### src/include/lhp_params.svh
`ifndef LHP_PARAMS_SVH
`define LHP_PARAMS_SVH

// ==================================================================
// Strap field positions
`define LHP_CNF_WIDTH     5
`define LHP_CNF_VAR_LSB   2
`define LHP_CNF_VAR_MSB   4

// ==================================================================
// Reset values
`define LHP_PIN_RST       33'h0_0000_0000
`define LHP_DATA_RST      8'h00
`define LHP_CNF_RST       3'h0

// ==================================================================
// Timing counts
`define LHP_SETTLE_CYCLES 2'h3

`endif

### src/include/lhp_pkg.sv
package lhp_pkg;

  // ================================================================
  // Host bus variant selected by the straps
  typedef enum logic [2:0] {
    LHP_VAR_GENERIC = 3'h0,
    LHP_VAR_ENABLE  = 3'h1,
    LHP_VAR_DSTROBE = 3'h2
  } lhp_variant_t;

  // ================================================================
  // Decoded bus operation
  typedef enum logic [1:0] {
    LHP_OP_NOP  = 2'h0,
    LHP_OP_READ = 2'h1,
    LHP_OP_DWR  = 2'h2,
    LHP_OP_CWR  = 2'h3
  } lhp_op_t;

  // ================================================================
  // Access state, Gray along idle to read and idle to write
  typedef enum logic [1:0] {
    LHP_ST_IDLE  = 2'h0,
    LHP_ST_READ  = 2'h1,
    LHP_ST_WRITE = 2'h2
  } lhp_state_t;

endpackage

### src/include/lhp_dec_if.sv
`timescale 1ns/1ps
interface lhp_dec_if;
  logic                  sel;
  logic [2:0]            variant;
  logic                  reg_sel;
  logic                  pin_a;
  logic                  pin_b;
  logic                  addr_strobe;
  lhp_pkg::lhp_op_t      op;

  modport dec  (input sel, variant, reg_sel, pin_a, pin_b, addr_strobe, output op);
  modport user (output sel, variant, reg_sel, pin_a, pin_b, addr_strobe, input op);
endinterface

### src/hdl/lhp_decoder.sv
`timescale 1ns/1ps
module lhp_decoder (
  // Decode request and result
  lhp_dec_if.dec bus
);

  // ================================================================
  // Strobe decode per bus variant; unlisted combinations stay idle
  always_comb begin
    bus.op = lhp_pkg::LHP_OP_NOP;
    if (bus.sel) begin
      case (bus.variant)
        lhp_pkg::LHP_VAR_GENERIC: begin
          // pin_a is the read strobe, pin_b the write strobe
          if (bus.reg_sel && !bus.pin_a && bus.pin_b) begin
            bus.op = lhp_pkg::LHP_OP_READ;
          end else if (bus.pin_a && !bus.pin_b) begin
            bus.op = bus.reg_sel ? lhp_pkg::LHP_OP_CWR
                                 : lhp_pkg::LHP_OP_DWR;
          end
        end
        lhp_pkg::LHP_VAR_ENABLE: begin
          // pin_a is the enable, pin_b the read/write line
          if (bus.pin_a) begin
            if (bus.pin_b && bus.reg_sel) begin
              bus.op = lhp_pkg::LHP_OP_READ;
            end else if (!bus.pin_b) begin
              bus.op = bus.reg_sel ? lhp_pkg::LHP_OP_CWR
                                   : lhp_pkg::LHP_OP_DWR;
            end
          end
        end
        lhp_pkg::LHP_VAR_DSTROBE: begin
          // pin_a is lower_data_strobe_n, pin_b the read/write line
          if (!bus.pin_a && bus.addr_strobe) begin
            if (bus.pin_b && bus.reg_sel) begin
              bus.op = lhp_pkg::LHP_OP_READ;
            end else if (!bus.pin_b) begin
              bus.op = bus.reg_sel ? lhp_pkg::LHP_OP_CWR
                                   : lhp_pkg::LHP_OP_DWR;
            end
          end
        end
        default: begin
          bus.op = lhp_pkg::LHP_OP_NOP;
        end
      endcase
    end
  end

endmodule

### src/hdl/lhp_host_port.sv
// How it works
// - Port samples straps, high address, register_select, data, strobes, addr_strobe, select.
// - Three strap bits choose generic, enable-strobed or data-strobe bus behaviour.
// - Generic: select+read reads; write strobe writes data (select low) or command.
// - Enable variant, enable high: read line+select reads; read line low: data or command write.
// - Data strobe low with addr_strobe high: read line+select reads; read line low: data or command write.
`timescale 1ns/1ps
`include "lhp_params.svh"
module lhp_host_port #(
  parameter int             DATA_W     = 8,
  parameter int             ADDR_HI_W  = 15,
  parameter logic [14:0]    ADDR_MATCH = 15'h0000,
  parameter logic [14:0]    ADDR_MASK  = 15'h0000
) (
  // Clock and reset
  input  wire logic                    clk,
  input  wire logic                    rst_n,
  // Host bus pins
  input  wire logic [4:0]              bus_config_straps,
  input  wire logic [ADDR_HI_W-1:0]    addr_hi,
  input  wire logic                    register_select,
  input  wire logic [DATA_W-1:0]       data_in,
  output logic      [DATA_W-1:0]       data_out,
  output logic                         data_oe_n,
  input  wire logic                    rd_strobe_n,
  input  wire logic                    wr_strobe_n,
  input  wire logic                    addr_strobe,
  input  wire logic                    chip_select_n,
  // Controller core side
  input  wire logic [DATA_W-1:0]       rd_data,
  output logic                         rd_req,
  output logic                         data_wr,
  output logic                         cmd_wr,
  output logic      [DATA_W-1:0]       wr_data,
  output logic      [2:0]              bus_variant,
  output logic                         port_ready
);

  localparam int PIN_W = 5 + ADDR_HI_W + 1 + DATA_W + 4;

  // ================================================================
  // Elaboration checks
  if (DATA_W != 8) begin : g_bad_data
    $error("data bus width must be 8");
  end
  if (ADDR_HI_W != 15) begin : g_bad_addr
    $error("high address width must be 15");
  end

  // ================================================================
  // Pin synchronisers: every pin passes two flip-flops
  logic [PIN_W-1:0] pins;
  logic [PIN_W-1:0] sync1_q;
  logic [PIN_W-1:0] sync2_q;

  // Gather the pins into one vector
  assign pins = {bus_config_straps, addr_hi, register_select, data_in,
                 rd_strobe_n, wr_strobe_n, addr_strobe, chip_select_n};

  // Two-stage synchroniser; only sync2_q is read by logic
  always_ff @(posedge clk or negedge rst_n) begin
    if (!rst_n) begin
      sync1_q <= PIN_W'(`LHP_PIN_RST);
      sync2_q <= PIN_W'(`LHP_PIN_RST);
    end else begin
      sync1_q <= pins;
      sync2_q <= sync1_q;
    end
  end

  // Unpack the synchronised pins
  logic [4:0]           s_straps;
  logic [ADDR_HI_W-1:0] s_addr;
  logic                 s_rs;
  logic [DATA_W-1:0]    s_data;
  logic                 s_pin_a;
  logic                 s_pin_b;
  logic                 s_as;
  logic                 s_cs_n;
  assign {s_straps, s_addr, s_rs, s_data, s_pin_a, s_pin_b, s_as, s_cs_n} = sync2_q;

  // ================================================================
  // Strap capture after reset release
  logic [1:0] settle_q;
  logic [1:0] settle_d;
  logic [2:0] variant_q;
  logic [2:0] variant_d;
  logic       ready_q;
  logic       ready_d;

  // Wait for the synchroniser to fill, then latch the variant once
  always_comb begin
    settle_d  = settle_q;
    variant_d = variant_q;
    ready_d   = ready_q;
    if (!ready_q) begin
      if (settle_q == `LHP_SETTLE_CYCLES) begin
        variant_d = s_straps[`LHP_CNF_VAR_MSB:`LHP_CNF_VAR_LSB];
        ready_d   = 1'b1;
      end else begin
        settle_d = settle_q + 2'h1;
      end
    end
  end

  // Register strap capture state
  always_ff @(posedge clk or negedge rst_n) begin
    if (!rst_n) begin
      settle_q  <= 2'h0;
      variant_q <= `LHP_CNF_RST;
      ready_q   <= 1'b0;
    end else begin
      settle_q  <= settle_d;
      variant_q <= variant_d;
      ready_q   <= ready_d;
    end
  end

  assign bus_variant = variant_q;
  assign port_ready  = ready_q;

  // ================================================================
  // Operation decode
  lhp_dec_if dec_bus ();
  lhp_pkg::lhp_op_t op;

  // Chip select and optional high address match gate the decode
  assign dec_bus.sel         = ready_q && !s_cs_n &&
                               ((s_addr & ADDR_MASK) == (ADDR_MATCH & ADDR_MASK));
  assign dec_bus.variant     = variant_q;
  assign dec_bus.reg_sel     = s_rs;
  assign dec_bus.pin_a       = s_pin_a;
  assign dec_bus.pin_b       = s_pin_b;
  assign dec_bus.addr_strobe = s_as;
  assign op                  = dec_bus.op;

  lhp_decoder u_dec (
    .bus (dec_bus.dec)
  );

  // ================================================================
  // Access sequencer
  lhp_pkg::lhp_state_t state_q;
  lhp_pkg::lhp_state_t state_d;
  lhp_pkg::lhp_op_t    wop_q;
  lhp_pkg::lhp_op_t    wop_d;
  logic [DATA_W-1:0]   wbuf_q;
  logic [DATA_W-1:0]   wbuf_d;
  logic [DATA_W-1:0]   rdat_q;
  logic [DATA_W-1:0]   rdat_d;
  logic                rd_req_d;
  logic                rd_req_q;
  logic                dwr_d;
  logic                dwr_q;
  logic                cwr_d;
  logic                cwr_q;

  // Read starts at strobe entry; writes commit data at strobe end
  always_comb begin
    state_d  = state_q;
    wop_d    = wop_q;
    wbuf_d   = wbuf_q;
    rdat_d   = rdat_q;
    rd_req_d = 1'b0;
    dwr_d    = 1'b0;
    cwr_d    = 1'b0;
    case (state_q)
      lhp_pkg::LHP_ST_IDLE: begin
        if (op == lhp_pkg::LHP_OP_READ) begin
          state_d  = lhp_pkg::LHP_ST_READ;
          rd_req_d = 1'b1;
          rdat_d   = rd_data;
        end else if (op == lhp_pkg::LHP_OP_DWR || op == lhp_pkg::LHP_OP_CWR) begin
          state_d = lhp_pkg::LHP_ST_WRITE;
          wop_d   = op;
          wbuf_d  = s_data;
        end
      end
      lhp_pkg::LHP_ST_READ: begin
        rdat_d = rd_data;
        if (op != lhp_pkg::LHP_OP_READ) begin
          state_d = lhp_pkg::LHP_ST_IDLE;
        end
      end
      lhp_pkg::LHP_ST_WRITE: begin
        if (op == wop_q) begin
          wbuf_d = s_data;
        end else begin
          state_d = lhp_pkg::LHP_ST_IDLE;
          dwr_d   = (wop_q == lhp_pkg::LHP_OP_DWR);
          cwr_d   = (wop_q == lhp_pkg::LHP_OP_CWR);
        end
      end
      default: begin
        state_d = lhp_pkg::LHP_ST_IDLE;
      end
    endcase
  end

  // Register the sequencer
  always_ff @(posedge clk or negedge rst_n) begin
    if (!rst_n) begin
      state_q  <= lhp_pkg::LHP_ST_IDLE;
      wop_q    <= lhp_pkg::LHP_OP_NOP;
      wbuf_q   <= `LHP_DATA_RST;
      rdat_q   <= `LHP_DATA_RST;
      rd_req_q <= 1'b0;
      dwr_q    <= 1'b0;
      cwr_q    <= 1'b0;
    end else begin
      state_q  <= state_d;
      wop_q    <= wop_d;
      wbuf_q   <= wbuf_d;
      rdat_q   <= rdat_d;
      rd_req_q <= rd_req_d;
      dwr_q    <= dwr_d;
      cwr_q    <= cwr_d;
    end
  end

  // Outputs
  assign rd_req    = rd_req_q;
  assign data_wr   = dwr_q;
  assign cmd_wr    = cwr_q;
  assign wr_data   = wbuf_q;
  assign data_out  = rdat_q;
  assign data_oe_n = (state_q != lhp_pkg::LHP_ST_READ);
endmodule

### config.mk
export PLATFORM = sky130hd
export DESIGN_NAME = lhp_host_port
export DESIGN_NICKNAME = d
export VERILOG_FILES = /design/src/include/lhp_pkg.sv /design/src/include/lhp_dec_if.sv /design/src/hdl/lhp_decoder.sv /design/src/hdl/lhp_host_port.sv
export VERILOG_INCLUDE_DIRS = /design/src /design/src/include
export SDC_FILE = /design/constraint.sdc
export NUM_CORES = 1
export LEC_CHECK = 0
export BUFFER_PORTS_ARGS = -buffer_cell sky130_fd_sc_hd__buf_2
export CAP_MARGIN = 20
export CELL_PAD_IN_SITES_DETAIL_PLACEMENT = 0
export CELL_PAD_IN_SITES_GLOBAL_PLACEMENT = 1
export CORE_MARGIN = 2
export CORE_UTILIZATION = 38
export CTS_BUF_LIST = sky130_fd_sc_hd__clkbuf_4
export DETAILED_ROUTE_END_ITERATION = 16
export GPL_TIMING_DRIVEN = 0
export PLACE_DENSITY_LB_ADDON = 0.1
export SKIP_LAST_GASP = 1
export SLEW_MARGIN = 10
export SYNTH_ARGS = -nofsm -noshare
export SYNTH_HDL_FRONTEND = slang
export SYNTH_SLANG_ARGS = --single-unit
### constraint.sdc
create_clock -name clk -period 2.05 [get_ports clk]
set_input_delay 0.41 -clock clk [delete_from_list [all_inputs] [get_ports clk]]
set_output_delay 0.41 -clock clk [all_outputs]
set_load 0.1 [all_outputs]
==> results of run 1 <==
==> metrics by stage <==
stage / power (mW) / TNS [ns] / hold slack (ns) / std cells
2_1_floorplan: 2.70 / -3.96 / 0.114 / 122
3_5_place_dp: 2.94 / -5.76 / 0.335 / 242
6_report: 3.59 / -1.84 / 0.0545 / 264
5_1_grt: 3.76 / -3.49 / 0.0726 / 264
4_1_cts: 3.65 / -2.34 / 0.0469 / 264
3_3_place_gp: 2.92 / -4.73 / 0.332 / 241
==> final timing paths <==
kind	to	startpoint
min in group clk	sync1_q[7]$_DFF_PN0_	data_in[3]
worst min-delay path	cmd_wr$_DFF_PN0_	rst_n
max in group asynchronous	port_ready$_DFF_PN0_	rst_n
worst min register to register	sync2_q[8]$_DFF_PN0_	sync1_q[8]$_DFF_PN0_
worst max-delay path	wr_data[4]$_DFFE_PN0P_	bus_variant[0]$_DFFE_PN0P_
worst max register to register	wr_data[4]$_DFFE_PN0P_	bus_variant[0]$_DFFE_PN0P_
==> cells by family after synthesis <==
| kind of cell | synth area share |
|---|---|
| compound gates | 0.0589 |
| xor+xnor | 0.0162 |
| fa+ha+maj | 0.00601 |
| buf+inv | 0.00902 |
| flops | 0.734 |
| mux | 0.114 |
| simple gates | 0.0625 |
==> timing repair <==
item,CTS,global route
hold buffers,0,0
setup endpoints to repair,18,17
resized for setup,4,0
buffers inserted,6,0
pin swaps,5,3
==> registers in the layout (all words and copies together), names as in the netlist <==
name,count
data_wr,1
settle_q,2
rd_req,1
data_out,8
state_q,2
bus_variant,3
wr_data,8
sync1_q,16
wop_q,2
sync2_q,16
port_ready,1
cmd_wr,1
==> worst max-delay path: stages, from the launching register on <==
cell and delay (ns):
dfrtp_4 0.50, and4bb_1 0.32, o2111ai_2 0.17, xnor2_2 0.28, nor2_2 0.10, a211oi_4 0.25
buf_12 0.17, mux2_2 0.33
==> cell usage in the layout (no fill, tap or decap), types with 2 or more instances in the layout <==
master / n
mux2_2: 21
dfrtp_4: 3
inv_1: 5
nor3_1: 2
buf_12: 3
buf_4: 4
buf_2: 49
clkbuf_4: 13
nor2_1: 4
clkinv_2: 2
dfrtp_1: 57
nand2_1: 5
==> routing by layer <==
layer  part of all wire  global-route usage
met1               0.44               0.154
met2               0.48               0.189
met3              0.059              0.0384
met4              0.020              0.0877
met5                  0                   0
==> cell type report <==
cell class / instances / area (µm²)
clock buffer: 13 / 97.6
clock inverter: 3 / 13.8
fill: 479 / 2550
inverter: 5 / 18.8
multi-input combinational: 56 / 562
sequential: 61 / 1540
tap: 70 / 87.6
timing repair buffer: 56 / 335
==> power by group through the flow <==
| stage | Sequential [mW] | Clock [mW] | Combinational, mW |
|---|---|---|---|
| floorplan | 2.52 | 0 | 0.172 |
| global placement | 1.49 | 0 | 1.43 |
| detailed placement | 1.49 | 0 | 1.45 |
| CTS | 1.47 | 0.713 | 1.47 |
| global route | 1.49 | 0.774 | 1.50 |
| finish | 1.47 | 0.670 | 1.46 |
==> run_results.csv, run 1 <==
group,metric,value,unit
status,status,"finished, violations left",
status,violations,"setup timing",
global_routing,grt.total_usage,0.126,
global_routing,grt_pass1_wl,5790,µm
worst_setup_path,worstSetupPathType,"reg2reg",
worst_setup_path,r2r_cells,7,
logic_synthesis,synth-edff-count,0,
logic_synthesis,syn_inst,122,
sta,hold_viol,0,
logic_synthesis,ys_warn_count,0,
worst_setup_path,critPathRequiredTime,2.30,ns
logic_synthesis,synth_ff_type,"dfrtp_1",
final_layout,drive_above_1_share,0.567,
placement,post_dp_cell_area,2450,µm²
clock_network,cts_buffers,9,
global_routing,grt_pass1_vias,1268,
final_layout,final_nets,233,
global_routing,antenna_found_initial,0,
logic_synthesis,async_reset_ff_frac,1.00,
floorplanning,std_cell_rows,26,
sta,max_slew.worst_pin.slew,0.644,ns
placement,pre_cts_ws,-0.460,ns
routing,vias_per_cell,4.49,
logic_synthesis,yosysTopAreaCellShare,0.734,
sta,slew_viol_final,0,
worst_setup_path,cp_max_fo,9,
pwr,p_switching,1.66,mW
final_layout,fin_area,2650,µm²
routing,ant_nets,0,
sta,slew_headroom,0.570,
floorplanning,start_util,0.400,
routing,drt_pre_antenna_iters,4,
pwr,power_leakage,1.25,nW
run,maxCapViolations,0,
pwr,swShare,0.463,
routing,routed_wl,3340,µm
worst_setup_path,worst_ep_arrival_time,2.48,ns
routing,drcViolationCount,0,
routing,drtIter0Drc,20,
clock_network,htreeDepth,3,
logic_synthesis,yosys.area.top_type,"dfrtp_1",
logic_synthesis,synth.most_common_cell,"dfrtp_1",
sta,rsz0062_at_grt,"yes",
logic_synthesis,ys_ff_latch,61,
worst_setup_path,reg2reg_slack,-0.17,ns
clock_network,cts_tree,"yes",
clock_network,clk_pin_slew,0.09,ns
placement,io_buffers,49,
pwr,internal_power,1.93,mW
sta,finClkSkew,0.00764,ns
global_routing,grt_max_degree,35,
sta,period_share,1.08,
placement,dp_hpwl,2340,µm
clock_network,clock-sinks,61,
logic_synthesis,syn_area,2080,µm²
worst_setup_path,cp-end-kind,"flop",
floorplanning,ios,67,
sta,max_freq,0.450,GHz
clock_network,clk-insertion-delay-late,0.37,ns
final_layout,area_growth_syn_to_layout,27.5,%
floorplanning,core,5200,µm²
final_layout,fin_util,0.510,
logic_synthesis,synthDistinctLibCells,29,
pwr,clockPowerShare,0.186,
pwr,ir_drop,0.000955,V
final_layout,antennaDiodeCount,0,
floorplanning,die_h,78.0,µm
floorplanning,dieArea,6080,µm²
clock_network,clock_path_buffers,2,
worst_setup_path,start_kind,"flop",
global_routing,grt_overflow_total,0,
hold_path,hold_class,"in2async",
sta,min_period,2.22,ns
logic_synthesis,syn-num-nets,166,
sta,finalSetupViolCount,16,
pwr,p_per_area,1350,nW/µm²
logic_synthesis,synth.avg_cell_area,17.1,µm²
routing,num_vias,1186,
logic_synthesis,synth_common_cells,"61 x dfrtp_1, 21 x mux2_2, 5 x inv_1, 5 x nand2_1, 4 x nor2_1",
placement,gp_congestion,0.672,
logic_synthesis,yosys-top-cells-area,"dfrtp_1 73%, mux2_2 11%, a2111oi_4 1.3%, o41ai_4 1.3%, a211oi_4 0.96%",
clock_network,cts-root-buf,"clkbuf_4",
routing,wl_per_cell,12.6,µm
sta,setup_ws,-0.173,ns
pwr,comb_power_share,0.406,
pwr,seqPwrFrac,0.408,
floorplanning,die_x,78.0,µm
logic_synthesis,ys_seq_area_frac,0.734,
Power figures use the tool's default switching activity.
==> inputs of run 2 (changes only) <==
Settings changed: BUFFER_PORTS_ARGS -buffer_cell sky130_fd_sc_hd__buf_2 to -buffer_cell sky130_fd_sc_hd__buf_4.
==> run_results.csv, run 2 (same netlist as run 1, synthesis figures left out) <==
group,metric,value,unit
status,status,"finished, violations left",
status,violations,"setup timing",
sta,period_share,1.09,
worst_setup_path,cp_max_fo,9,
clock_network,ctsHoldBuffers,0,
clock_network,clock-sinks,61,
final_layout,top_regs,"sync1_q (16), sync2_q (16)",
final_layout,final_nets,235,
floorplanning,die_x,78.0,µm
worst_setup_path,critPathMaxStageDelay,0.50,ns
sta,finalSetupViolCount,16,
sta,timing.hold.ws,0.0797,ns
sta,max_freq,0.449,GHz
global_routing,grt_pass1_wl,5940,µm
sta,finClkSkew,0.0103,ns
sta,min_period,2.23,ns
global_routing,antenna_found_initial,0,
clock_network,cts_tree,"yes",
routing,drt_pre_antenna_iters,4,
sta,hold_viol,0,
final_layout,area_growth_syn_to_layout,33.2,%
routing,wl_per_cell,12.5,µm
run,maxCapViolations,0,
routing,num_vias,1197,
routing,vias_per_cell,4.50,
placement,gp_congestion,0.692,
clock_network,cts-root-buf,"clkbuf_4",
clock_network,clk-insertion-delay-late,0.38,ns
sta,slew_headroom,0.512,
routing,drtIter0Drc,44,
worst_setup_path,worst_ep_arrival_time,2.50,ns
hold_path,hold_class,"in2async",
clock_network,htreeDepth,3,
routing,met1_length,1350,µm
sta,setup_ws,-0.179,ns
worst_setup_path,path_depth,8,
clock_network,clock_path_buffers,2,
worst_setup_path,cp_num_buf_inv,2,
sta,rsz0062_at_grt,"yes",
global_routing,grt.total_usage,0.130,
sta,slew_viol_final,0,
worst_setup_path,r2r_cells,8,
worst_setup_path,start_kind,"flop",
floorplanning,core,5200,µm²
floorplanning,start_util,0.400,
routing,ant_nets,0,
floorplanning,ios,67,
global_routing,grt_max_degree,62,
placement,io_buffers,49,
floorplanning,std_cell_rows,26,
clock_network,cts_buffers,9,
floorplanning,die_h,78.0,µm
final_layout,antennaDiodeCount,0,
clock_network,clk_pin_slew,0.09,ns
pwr,p_per_area,1330,nW/µm²
worst_setup_path,worstSetupPathType,"reg2reg",
routing,route.met3.wl,222,µm
final_layout,drive_above_1_share,0.556,
sta,max_slew.worst_pin.slew,0.732,ns
worst_setup_path,cp_top_family,"simple AND/OR/NAND/NOR gates",
worst_setup_path,cp-end-kind,"flop",
pwr,power_leakage,1.28,nW
routing,routed_wl,3340,µm
worst_setup_path,critPathRequiredTime,2.32,ns
final_layout,layout_commonest_cell,"dfrtp_1",
placement,dp_hpwl,2270,µm
floorplanning,dieArea,6080,µm²
worst_setup_path,critical_path.cell_chain,"and4bb_1, nand3b_1, o41ai_4, buf_4, and2_2, a211oi_4, buf_12, mux2_2",
global_routing,grt_pass1_vias,1348,
routing,drcViolationCount,0,
routing,top_layer,"met4",
final_layout,mostFrequentLayoutCells,"57 x dfrtp_1, 56 x buf_4, 21 x mux2_2, 12 x clkbuf_4",
final_layout,fin_util,0.532,
global_routing,grt_overflow_total,0,
routing,dr_wl_met2,1660,µm
worst_setup_path,crit_slowest_cell,"dfrtp_4",
pwr,ir_drop,0.000816,V
## run 2: cell types whose count changed in the layout (fill, tap and decap cells not counted), sizes merged
cell,change
buf,+2
clkbuf,-1
clkinv,+1
## run 2: final cells by class
cell class	instances	area [µm²]
Clock buffer	12	90.1
Clock inverter	4	16.3
Fill cell	471	2430
Inverter	5	18.8
Multi-Input combinational cell	56	559
Sequential cell	61	1540
Tap cell	70	87.6
Timing Repair Buffer	58	460
## run 2: timing repair
item,CTS,global route
gates resized for setup,3,0
setup endpoints to repair,18,18
setup buffers,9,0
pin swaps,5,4
## run 2: worst reg2reg max path: stages (launching register included)
cell and delay, ns:
dfrtp_4 0.50, and4bb_1 0.25, nand3b_1 0.14, o41ai_4 0.11, buf_4 0.17, and2_2 0.20, a211oi_4 0.28, buf_12 0.17
mux2_2 0.33
## run 2: path summary, 6_finish.rpt
path	start	endpoint	slack [ns]
worst max-delay path	bus_variant[1]$_DFFE_PN0P_	wr_data[0]$_DFFE_PN0P_	-0.18
min in group clk	register_select	sync1_q[12]$_DFF_PN0_	0.12
worst max register to register	bus_variant[1]$_DFFE_PN0P_	wr_data[0]$_DFFE_PN0P_	-0.18
worst min-delay path	rst_n	sync2_q[7]$_DFF_PN0_	0.08
max in group asynchronous	rst_n	bus_variant[0]$_DFFE_PN0P_	1.43
worst min register to register	sync1_q[30]$_DFF_PN0_	sync2_q[30]$_DFF_PN0_	0.35
## run 2: layer usage
metal,global-route usage,vias to the layer above
met5,0,-
met4,0.0930,0
met3,0.0512,11
met2,0.200,40
met1,0.148,588
li1,-,558
## run 2: through the flow
stage	std cells	cell area [µm²]	setup slack (ns)	TNS (ns)	total power [mW]
after global placement	241	2560	-0.404	-4.73	3.02
final	266	2770	-0.179	-1.63	3.69
after CTS	266	2770	-0.175	-1.36	3.75
after global routing	266	2770	-0.255	-2.95	3.86
after floorplan	122	2100	-0.343	-3.96	2.70
after detailed placement	241	2560	-0.419	-5.65	3.05
## run 2: where the power goes
part / internal (mW) / switching, mW
registers: 1.38 / 0.0949
logic: 0.346 / 1.21
clock network: 0.277 / 0.377
total: 2.01 / 1.68
